### src/core/supply_supervisor_pkg.sv
// shared constants and types for the low-side core supply supervisor
package supply_supervisor_pkg;

  // ----------------------------------------------------------------
  // timing
  // ----------------------------------------------------------------
  localparam int clock_mhz = 50;
  localparam int fast_settle_ns = 2000;
  localparam int slow_settle_us = 150;
  localparam int slow_wake_us = 150;
  localparam int fast_wake_ns = 2000;
  localparam int fast_settle_cycles = (fast_settle_ns * clock_mhz) / 1000;
  localparam int slow_settle_cycles = slow_settle_us * clock_mhz;
  localparam int slow_wake_cycles = slow_wake_us * clock_mhz;
  localparam int fast_wake_cycles = (fast_wake_ns * clock_mhz) / 1000;
  // window after deep-sleep entry in which a wake-up can be lost
  localparam int hazard_window_cycles = 50;
  localparam int count_w = 16;
  localparam logic [count_w-1:0] count_zero = 16'h0000;

  // ----------------------------------------------------------------
  // types
  // ----------------------------------------------------------------
  typedef enum logic [1:0]
  {
    sup_off = 2'b00,
    sup_normal = 2'b01,
    sup_full_perf = 2'b10
  } sup_state_t;

  typedef enum logic [1:0]
  {
    pm_active = 2'b00,
    pm_deep_sleep = 2'b01,
    pm_waking = 2'b10,
    pm_stuck = 2'b11
  } power_state_t;

  typedef struct packed
  {
    logic low_supervisor_enable_bit;
    logic low_supervisor_keep_in_sleep;
    logic low_supervisor_fast_perf_sel;
    logic low_monitor_enable_bit;
    logic low_monitor_fast_perf_sel;
    logic low_side_auto_control_sel;
  } low_side_cfg_t;

endpackage

### src/core/core_supply_supervisor_lpm.sv
// low-side core supply supervisor, settling delays and deep-sleep wake
module core_supply_supervisor_lpm
  import supply_supervisor_pkg::*;
(
  input wire logic clock,
  input wire logic rst,
  input wire low_side_cfg_t low_side_supervisor_control,
  input wire logic low_side_ctl_write,
  input wire logic high_side_ctl_write,
  input wire logic high_side_settled,
  input wire logic core_level_raise,
  input wire logic deep_sleep_enter,
  input wire logic wake_irq,
  input wire logic power_up_clear,
  output logic low_side_delay_pending_flag,
  output logic high_side_delay_pending_flag,
  output sup_state_t supervisor_active_state,
  output sup_state_t supervisor_sleep_state,
  output sup_state_t monitor_active_state,
  output sup_state_t monitor_sleep_state,
  output logic wake_hazard,
  output logic in_deep_sleep,
  output logic wake_failed,
  output logic supply_reset_req
);

  // ----------------------------------------------------------------
  // state mapping
  // ----------------------------------------------------------------
  low_side_cfg_t cfg;
  sup_state_t sup_am;
  sup_state_t sup_lpm;
  sup_state_t mon_am;
  sup_state_t mon_lpm;
  logic hazard;

  assign cfg = low_side_supervisor_control;

  always_comb
  begin
    sup_am = sup_off;
    sup_lpm = sup_off;
    if (cfg.low_supervisor_enable_bit)
    begin
      sup_am = cfg.low_supervisor_fast_perf_sel ? sup_full_perf
                                                : sup_normal;
      if (cfg.low_supervisor_keep_in_sleep)
      begin
        if (!cfg.low_side_auto_control_sel)
          sup_lpm = sup_am;
        else if (cfg.low_supervisor_fast_perf_sel)
          sup_lpm = sup_normal;
        else
          sup_lpm = sup_off;
      end
    end
    // monitor has no off-in-sleep option: only automatic control drops it
    mon_am = sup_off;
    mon_lpm = sup_off;
    if (cfg.low_monitor_enable_bit)
    begin
      mon_am = cfg.low_monitor_fast_perf_sel ? sup_full_perf : sup_normal;
      if (!cfg.low_side_auto_control_sel)
        mon_lpm = mon_am;
      else if (cfg.low_monitor_fast_perf_sel)
        mon_lpm = sup_normal;
      else
        mon_lpm = sup_off;
    end
    hazard = !cfg.low_supervisor_enable_bit ||
             cfg.low_supervisor_fast_perf_sel ||
             !cfg.low_monitor_enable_bit ||
             cfg.low_monitor_fast_perf_sel;
  end

  // ----------------------------------------------------------------
  // settling delay after reconfiguration
  // ----------------------------------------------------------------
  logic settle_start;
  logic settle_busy;
  logic settle_done;
  logic [count_w-1:0] settle_load;

  assign settle_start = low_side_ctl_write;
  // the fast delay is far shorter than the core ramp, hence the reset
  assign settle_load = cfg.low_supervisor_fast_perf_sel
                       ? count_w'(fast_settle_cycles)
                       : count_w'(slow_settle_cycles);

  settle_timer settle_u
  (
    .clock(clock),
    .rst(rst),
    .start(settle_start),
    .load_value(settle_load),
    .busy(settle_busy),
    .done(settle_done)
  );

  // ----------------------------------------------------------------
  // core level ramp and deep-sleep sequencing
  // ----------------------------------------------------------------
  power_state_t pstate_r;
  power_state_t pstate_nxt;
  logic ramp_fast_r;
  logic ramp_fast_nxt;
  logic reset_req_r;
  logic reset_req_nxt;
  logic hazard_entry_r;
  logic hazard_entry_nxt;
  logic [count_w-1:0] win_r;
  logic [count_w-1:0] win_nxt;
  logic [count_w-1:0] wake_r;
  logic [count_w-1:0] wake_nxt;
  logic high_pending_r;
  logic high_pending_nxt;

  always_comb
  begin
    pstate_nxt = pstate_r;
    ramp_fast_nxt = ramp_fast_r;
    reset_req_nxt = 1'b0;
    hazard_entry_nxt = hazard_entry_r;
    win_nxt = win_r;
    wake_nxt = wake_r;
    high_pending_nxt = high_pending_r;
    if (high_side_ctl_write)
      high_pending_nxt = 1'b1;
    else if (high_side_settled)
      high_pending_nxt = 1'b0;
    // software is expected to clear the fast select first; the design
    // only models the consequence when it does not
    if (core_level_raise)
      ramp_fast_nxt = cfg.low_supervisor_fast_perf_sel;
    if (settle_done && ramp_fast_r)
    begin
      reset_req_nxt = 1'b1;
      ramp_fast_nxt = 1'b0;
    end
    if (win_r != count_zero)
      win_nxt = win_r - 16'h0001;
    unique case (pstate_r)
      pm_active:
      begin
        if (deep_sleep_enter)
        begin
          pstate_nxt = pm_deep_sleep;
          // skipping the settle wait is just as dangerous
          hazard_entry_nxt = hazard || settle_busy ||
                             high_pending_r;
          win_nxt = count_w'(hazard_window_cycles);
        end
      end
      pm_deep_sleep:
      begin
        if (wake_irq)
        begin
          if (hazard_entry_r && (win_r != count_zero))
            pstate_nxt = pm_stuck;
          else
          begin
            pstate_nxt = pm_waking;
            wake_nxt = cfg.low_supervisor_fast_perf_sel
                       ? count_w'(fast_wake_cycles)
                       : count_w'(slow_wake_cycles);
          end
        end
      end
      pm_waking:
      begin
        if (wake_r == count_zero)
          pstate_nxt = pm_active;
        else
          wake_nxt = wake_r - 16'h0001;
      end
      pm_stuck:
      begin
        pstate_nxt = pm_stuck;
      end
    endcase
    if (power_up_clear)
    begin
      pstate_nxt = pm_active;
      hazard_entry_nxt = 1'b0;
      win_nxt = count_zero;
      wake_nxt = count_zero;
    end
  end

  always_ff @(posedge clock)
  begin
    if (rst)
    begin
      pstate_r <= pm_active;
      ramp_fast_r <= 1'b0;
      reset_req_r <= 1'b0;
      hazard_entry_r <= 1'b0;
      win_r <= count_zero;
      wake_r <= count_zero;
      high_pending_r <= 1'b0;
    end
    else
    begin
      pstate_r <= pstate_nxt;
      ramp_fast_r <= ramp_fast_nxt;
      reset_req_r <= reset_req_nxt;
      hazard_entry_r <= hazard_entry_nxt;
      win_r <= win_nxt;
      wake_r <= wake_nxt;
      high_pending_r <= high_pending_nxt;
    end
  end

  // ----------------------------------------------------------------
  // outputs
  // ----------------------------------------------------------------
  assign low_side_delay_pending_flag = settle_busy;
  assign high_side_delay_pending_flag = high_pending_r;
  assign supervisor_active_state = sup_am;
  assign supervisor_sleep_state = sup_lpm;
  assign monitor_active_state = mon_am;
  assign monitor_sleep_state = mon_lpm;
  assign wake_hazard = hazard;
  assign in_deep_sleep = (pstate_r == pm_deep_sleep) ||
                         (pstate_r == pm_stuck);
  assign wake_failed = (pstate_r == pm_stuck);
  assign supply_reset_req = reset_req_r;

endmodule // core_supply_supervisor_lpm

### src/core/settle_timer.sv
// down-counter that times comparator settling delays; wake-up delays are counted in the supervisor itself
module settle_timer
  import supply_supervisor_pkg::*;
(
  input wire logic clock,
  input wire logic rst,
  input wire logic start,
  input wire logic [count_w-1:0] load_value,
  output logic busy,
  output logic done
);

  logic [count_w-1:0] count_r;
  logic [count_w-1:0] count_nxt;
  logic done_r;
  logic done_nxt;

  always_comb
  begin
    count_nxt = count_r;
    done_nxt = 1'b0;
    if (start)
    begin
      count_nxt = load_value;
    end
    else if (count_r != count_zero)
    begin
      count_nxt = count_r - 16'h0001;
      done_nxt = (count_r == 16'h0001);
    end
  end

  always_ff @(posedge clock)
  begin
    if (rst)
    begin
      count_r <= count_zero;
      done_r <= 1'b0;
    end
    else
    begin
      count_r <= count_nxt;
      done_r <= done_nxt;
    end
  end

  assign busy = (count_r != count_zero);
  assign done = done_r;

endmodule // settle_timer

### config.mk
export PLATFORM = sky130hd
export DESIGN_NAME = core_supply_supervisor_lpm
export DESIGN_NICKNAME = d
export VERILOG_FILES = /design/src/core/supply_supervisor_pkg.sv /design/src/core/core_supply_supervisor_lpm.sv /design/src/core/settle_timer.sv
export SDC_FILE = /design/constraint.sdc
export NUM_CORES = 1
export LEC_CHECK = 0
export BUFFER_PORTS_ARGS = -buffer_cell sky130_fd_sc_hd__buf_2
export CAP_MARGIN = 20
export CORE_MARGIN = 10
export CORE_UTILIZATION = 60
export DETAILED_ROUTE_END_ITERATION = 7
export GPL_ROUTABILITY_DRIVEN = 0
export PLACE_DENSITY = 0.83
export SLEW_MARGIN = 10
export SYNTH_ARGS = -nofsm -noshare
export SYNTH_HDL_FRONTEND = slang
export SYNTH_SLANG_ARGS = --single-unit
### constraint.sdc
create_clock -name clock -period 3.61 [get_ports clock]
set_input_delay 1.083 -clock clock [delete_from_list [all_inputs] [get_ports clock]]
set_output_delay 1.083 -clock clock [all_outputs]
set_load 0.05 [all_outputs]
==> results.md, run 1 <==
* WL met3 at 574 µm
* RSZ-0062 raised after global routing: no
* Post-synth cell types at 51
* Final setup viols at 0
* Startpoint class of the critical path: register
* # Max-Cap Violations at 0
* Pin count of the biggest net entering global routing at 19
* Pwr dens at 464 nW/µm²
* Sequential Area at 1100 µm²
* Fmax achieved at 291 MHz
* Critical Path Sink Type: primary output
* Leading area contributor after synthesis: dfxtp_1
* Crit Path Max Fanout at 7
* Die area at 8140 µm²
* GRT overflow at 0
* Commonest non-fill, non-tap cell in the layout: dfxtp_1
* Power share of the clock group at 0.244
* Root Driver: clkbuf_8
* Setup tns final at 0 ps
* Vias in the first global route at 2,573
* Sequential power share at 0.451
* Register area share after synthesis at 0.372
* CTS Buf Count at 5
* Ys async rst share at 0
* Critical setup path kind: register to primary output
* Share of layout cells above drive strength 1 at 0.131
* Switching Fraction at 0.348
* CP peak stage delay at 670 ps
* IO buf count at 28
* Pre-antenna DRT Iters at 6
* CP required at 2530 ps
* Site row count at 25
* # diodes at 0
* Combinational power share at 0.305
* Footprint of the multi-input gates at 1740 µm²
* Outcome: finished, final reports clean
* Post-synth EDFFs at 0
* DIE HEIGHT at 90.2 µm
* Most frequent cells in the layout: dfxtp_1, nor2_1, buf_2
* Seq cells post-synth at 55
* Met2 wire len at 2750 µm
* Clock tree buffer depth at 2
* Final-report hold violation count at 0
* Num ports at 29
* Syn Inst Count at 366
* Ys Warns at 0
* Min Clock Period, post-route at 3440 ps
* DRC errors left at 0
* Synth top area share at 0.372
* Skew-Pair Late Insertion Delay at 320 ps
* Hold-fix buffer count after cts at 0
* Tot GR Track Use at 0.165
* Total Routed Length at 6620 µm
* CP cell instances: or4_1 -> nor3_1 -> nand4_1 -> or2_2 -> buf_2
* Nets at 411
* Slew margin rel. at 0.415
* Primary FF master, synth: dfxtp_1
* Psw at 523 µW
* Syn-to-layout area delta at 9.56%
* Drt first-iter violations at 319
* Average wire per standard cell at 14.5 µm
* Avg Cell Area, Syn at 8.08 µm²
* Post-CTS setup buffer count at 0
* Via count at 2,737
* Initial antenna violation count at 0
* Util after Layout at 0.682
* Wl on met1 at 3210 µm
* Post-CTS Resized at 0
* Worst-path clk slew at 100 ps
* Crit-path leading delay family: simple AND/OR/NAND/NOR gates
* Critical Path AT at 2360 ps
* Starting Density at 0.622
* DIE WIDTH at 90.2 µm
* Filler Cell Count at 417
* CTS sink cnt at 55
* Top layer in use: met4
* Tot Pwr at 1.50 mW
* Clock H-tree levels at 2
* Period utilisation layout at 0.953
* First-pass GRT wire length at 11,700 µm
* VDD IR max at 0.235 mV
* CTS tree: done
* Core region area at 4750 µm²
* Syn nets at 389
* Worst hold path type: register to register
* Cell area after technology mapping at 2960 µm²
* Final HPWL DP at 4850 µm
* Slew Viols, Final at 0
* Slowest CP cell: or4_1
* DRT antenna net count at 0
* Internal power at 980 µW
* Skew final at 9.46 ps
* Drt via density at 6.00
* Synth top area cells: dfxtp_1, xor2_1, nor2_1
* WP buf/inv at 1
* P_leak at 1.26 nW
* Worst Tran Pin Value at 874 ps
power groups by stage:
stage / clock network, mW / logic [mW] / registers (mW)
5_1_grt: 0.394 / 0.513 / 0.684
3_5_place_dp: 0 / 0.453 / 0.691
2_1_floorplan: 0 / 0.373 / 0.686
6_report: 0.367 / 0.458 / 0.678
4_1_cts: 0.375 / 0.457 / 0.678
3_3_place_gp: 0 / 0.444 / 0.689
Yosys cell counts (5+ instances only):
master	n
nor3_1	17
inv_1	15
ha_1	8
or2_2	6
a31oi_1	5
nand3b_1	5
and2_1	8
xnor2_1	5
a21oi_1	24
nand3_1	19
nor4_1	9
xor2_1	21
clkbuf_1	11
nand4_1	8
nor3b_1	5
dfxtp_1	55
nor2_1	41
nand2_1	18
a211oi_1	5
o21ai_0	15
o211ai_1	7
flip-flops by register name (all words and copies together), names as in the netlist:
| signal | flops |
|---|---|
| hazard_entry_r | 1 |
| high_side_delay_pending_flag | 1 |
| pstate_r | 2 |
| ramp_fast_r | 1 |
| settle_u.count_r | 16 |
| settle_u.done | 1 |
| supply_reset_req | 1 |
| wake_r | 16 |
| win_r | 16 |
area by class of cell:
cell class	instances	share of cell area
timing repair buffer	31	0.0502
clock inverter	2	0.00502
multi-input combinational	280	0.536
tap	67	0.0259
sequential	55	0.340
clock buffer	6	0.0255
inverter	15	0.0174
cell families (layout without fill, tap and decap cells):
| logic type | after synthesis | after routing | share of synthesized area |
|---|---|---|---|
| AND/OR/NAND/NOR | 167 | 167 | 0.305 |
| AO/OA/AOI/OAI | 77 | 77 | 0.164 |
| flip-flops | 55 | 55 | 0.372 |
| buffers and inverters | 31 | 54 | 0.0410 |
| XOR/XNOR | 26 | 26 | 0.0770 |
| adder cells (fa/ha/maj) | 8 | 8 | 0.0338 |
| multiplexers | 2 | 2 | 0.00719 |
final timing paths:
check	startpoint	endpoint	slack, ps	cells after the start
worst max-delay path	settle_u.count_r[4]	low_side_delay_pending_flag	170	5
worst min-delay path	settle_u.done	supply_reset_req	460	2
worst max register to register	settle_u.count_r[4]	hazard_entry_r	1230	5
worst min register to register	settle_u.done	supply_reset_req	460	2
metrics by stage:
step / instances / worst slack, ps / hold WS (ps) / area [µm²]
2_1_floorplan: 366 / 118 / 417 / 2960
3_3_place_gp: 448 / 623 / 451 / 3140
3_5_place_dp: 448 / 555 / 450 / 3140
4_1_cts: 456 / 181 / 464 / 3240
5_1_grt: 456 / 66.0 / 491 / 3240
6_report: 456 / 171 / 459 / 3240
worst min-delay path, delay by kind of cell (launching register included):
kind / cells / cell delay (ps)
DFF: 1 / 320
and+or+nand+nor: 2 / 110
layer usage:
| layer | up-vias | global-route usage |
|---|---|---|
| li1 | 1364 | - |
| met1 | 1248 | 0.222 |
| met2 | 116 | 0.244 |
| met3 | 9 | 0.0549 |
| met4 | 0 | 0.0451 |
| met5 | - | 0 |
Power figures use the tool's default switching activity.
==> inputs of run 2 (changes only) <==
- CORE_UTILIZATION: 60 -> 53
- PLACE_DENSITY: 0.83 -> 0.78
- RECOVER_POWER: unset -> 100
- clock period: 3.61 -> 2.85 ns (I/O delays scaled with it)
==> run 2 against run 1 <==
  * Global-route usage fell by 0.99 points
  * Clock power rose by 17%
  * Cell count rose by 3.1%
  * Largest power group unchanged
==> results.md, run 2 (synthesis gave the netlist of run 1 again) <==
* Outcome: finished, final reports clean (unchanged)
* CP required at 2000 ps (was 2530 ps)
* VDD IR max at 0.295 mV (was 0.235 mV)
* Core region area at 5470 µm² (was 4750 µm²)
* Slew margin rel. at 0.275 (was 0.415)
* R2R depth at 7 (was 5)
* Tot GR Track Use at 0.155 (was 0.165)
* DRC errors left at 0 (unchanged)
* Power share of the clock group at 0.226 (was 0.244)
* Final WS setup at 44.2 ps (was 171 ps)
* GRT overflow at 0 (unchanged)
* Pin count of the biggest net entering global routing at 19 (unchanged)
* Min Clock Period, post-route at 2810 ps
* Syn-to-layout area delta at 12.6% (was 9.56%)
* Critical Path AT at 1950 ps (was 2360 ps)
* Critical Path Sink Type: primary output (unchanged)
* Root Driver: clkbuf_8 (unchanged)
* CTS sink cnt at 55 (unchanged)
* Sequential power share at 0.452 (was 0.451)
* Grt met2 use at 0.226 (was 0.244)
* Vias in the first global route at 2,469 (was 2,573)
* # Max-Cap Violations at 0 (unchanged)
* Skew-Pair Late Insertion Delay at 320 ps (about the same)
* Grt met3 use at 0.0523 (was 0.0549)
* Nets at 420 (was 411)
* Post-place setup slack at 242 ps (was 555 ps)
* Placed instance count at 460 (was 448)
* Combinational power share at 0.322 (was 0.305)
* Skew final at 9.88 ps (was 9.46 ps)
* CP cell instances: or4_4 -> nor3_4 -> nand4_1 -> or2_4 -> buf_6 (was or4_1 -> nor3_1 -> nand4_1 -> or2_2 -> buf_2)
* Startpoint class of the critical path: register (unchanged)
* P_leak at 1.32 nW (was 1.26 nW)
* WP buf/inv at 1 (unchanged)
* Hold slack at 461 ps (was 459 ps)
* Worst hold path depth at 2 (unchanged)
* Switching Fraction at 0.352 (was 0.348)
* Num ports at 29 (unchanged)
* Fmax achieved at 356 MHz
* Slew Viols, Final at 0 (unchanged)
* Drt first-iter violations at 183 (was 319)
* GR peak layer: met2 (unchanged)
* DIE HEIGHT at 94.7 µm (was 90.2 µm)
* First-pass GRT wire length at 11,400 µm (was 11,700 µm)
* Worst Tran Pin Value at 1090 ps (was 874 ps)
* Critical setup path kind: register to primary output (unchanged)
* Share of layout cells above drive strength 1 at 0.161 (was 0.131)
* DRT antenna net count at 0 (unchanged)
* Worst-path clk slew at 100 ps (about the same)
* Final cell count without fillers at 470 (was 456)
* Largest regs: settle_u.count_r: 16 flops, wake_r: 16 flops, win_r: 16 flops (unchanged)
* Period utilisation layout at 0.984
* Clock tree buffer depth at 2 (unchanged)
* Setup tns final at 0 ps (unchanged)
* Average wire per standard cell at 14.6 µm (was 14.5 µm)
* Pwr dens at 571 nW/µm² (was 464 nW/µm²)
* RSZ-0062 raised after global routing: yes (was no)
* Starting Density at 0.540 (was 0.622)
* Crit Path Max Fanout at 2 (was 7)
* Site row count at 27 (was 25)
* Filler Cell Count at 517 (was 417)
* Final HPWL DP at 4800 µm (was 4850 µm)
* Internal power at 1.23 mW (was 980 µW)
* Final-report hold violation count at 0 (unchanged)
* Commonest non-fill, non-tap cell in the layout: dfxtp_1 (unchanged)
* Crit. Startpoint: settle_u.count_r[7] (was settle_u.count_r[4])
* Crit-path leading delay family: simple AND/OR/NAND/NOR gates (unchanged)
* Reg-to-reg critical path startpoint: win_r[0] (was settle_u.count_r[4])
* Critical Path Stages at 5 (unchanged)
* Psw at 670 µW (was 523 µW)
* CTS Buf Count at 5 (unchanged)
* Drt via density at 5.86 (was 6.00)
* Pre-antenna DRT Iters at 4 (was 6)
* Slowest CP cell: or4_4 (was or4_1)
* Initial antenna violation count at 0 (unchanged)
* Worst hold path type: register to register (unchanged)
* Hold path start: settle_u.done (unchanged)
* Die area at 8970 µm² (was 8140 µm²)
* # diodes at 0 (unchanged)
* IO buf count at 28 (unchanged)
* CTS tree: done (unchanged)
* Final setup viols at 0 (unchanged)
* Total Routed Length at 6840 µm (was 6620 µm)
* DIE WIDTH at 94.7 µm (was 90.2 µm)
* Met1 Use GR at 0.209 (was 0.222)
* Via count at 2,756 (was 2,737)
* CP peak stage delay at 550 ps (was 670 ps)
* Clock H-tree levels at 2 (unchanged)
* Most frequent cells in the layout: dfxtp_1, nor2_1, buf_2 (unchanged)
* Tot Pwr at 1.90 mW (was 1.50 mW)
run 2: final timing paths:
check / to / slack [ps]
worst max-delay path: low_side_delay_pending_flag / 40
worst min-delay path: supply_reset_req / 460
worst max register to register: wake_r[14] / 420
worst min register to register: supply_reset_req / 460
run 2: stage by stage:
stage | utilization | instance area, µm²
floorplan | - | 2960
CTS | 0.603 | 3300
finish | 0.609 | 3330
detailed placement | 0.585 | 3200
global route | 0.609 | 3330
global placement | 0.585 | 3200
run 2: layout make-up:
type / count / area (µm²) / share of cell area
sequential: 55 / 1110 / 0.332
clock inverter: 3 / 15.0 / 0.00451
multi-input combinational: 280 / 1760 / 0.528
timing repair buffer: 40 / 235 / 0.0706
clock buffer: 5 / 68.8 / 0.0207
inverter: 15 / 56.3 / 0.0169
tap: 72 / 90.1 / 0.0270
run 2: layer usage:
layer	wire length, µm	vias up
li1	-	1377
met1	3210	1283
met2	2950	86
met3	580	10
met4	102	0
met5	0	-
run 2: tightest hold or removal path: cells and delay by family (launching register included):
| family | cells | cell delay (ps) |
|---|---|---|
| and+or+nand+nor | 2 | 110 |
| DFF | 1 | 320 |
run 2: power groups by stage:
stage,Combinational [mW],Clock [mW],Sequential (mW)
floorplan,0.473,0,0.868
global placement,0.579,0,0.873
detailed placement,0.590,0,0.875
CTS,0.601,0.435,0.858
global route,0.684,0.470,0.868
finish,0.614,0.429,0.860
run 2: timing repair:
| action | in CTS | in global routing |
|---|---|---|
| buffers inserted | 0 | 2 |
| setup endpoints to repair | 1 | 1 |
| hold buffers | 0 | 0 |
| pin swaps | 0 | 3 |
| gates resized for setup | 4 | 6 |
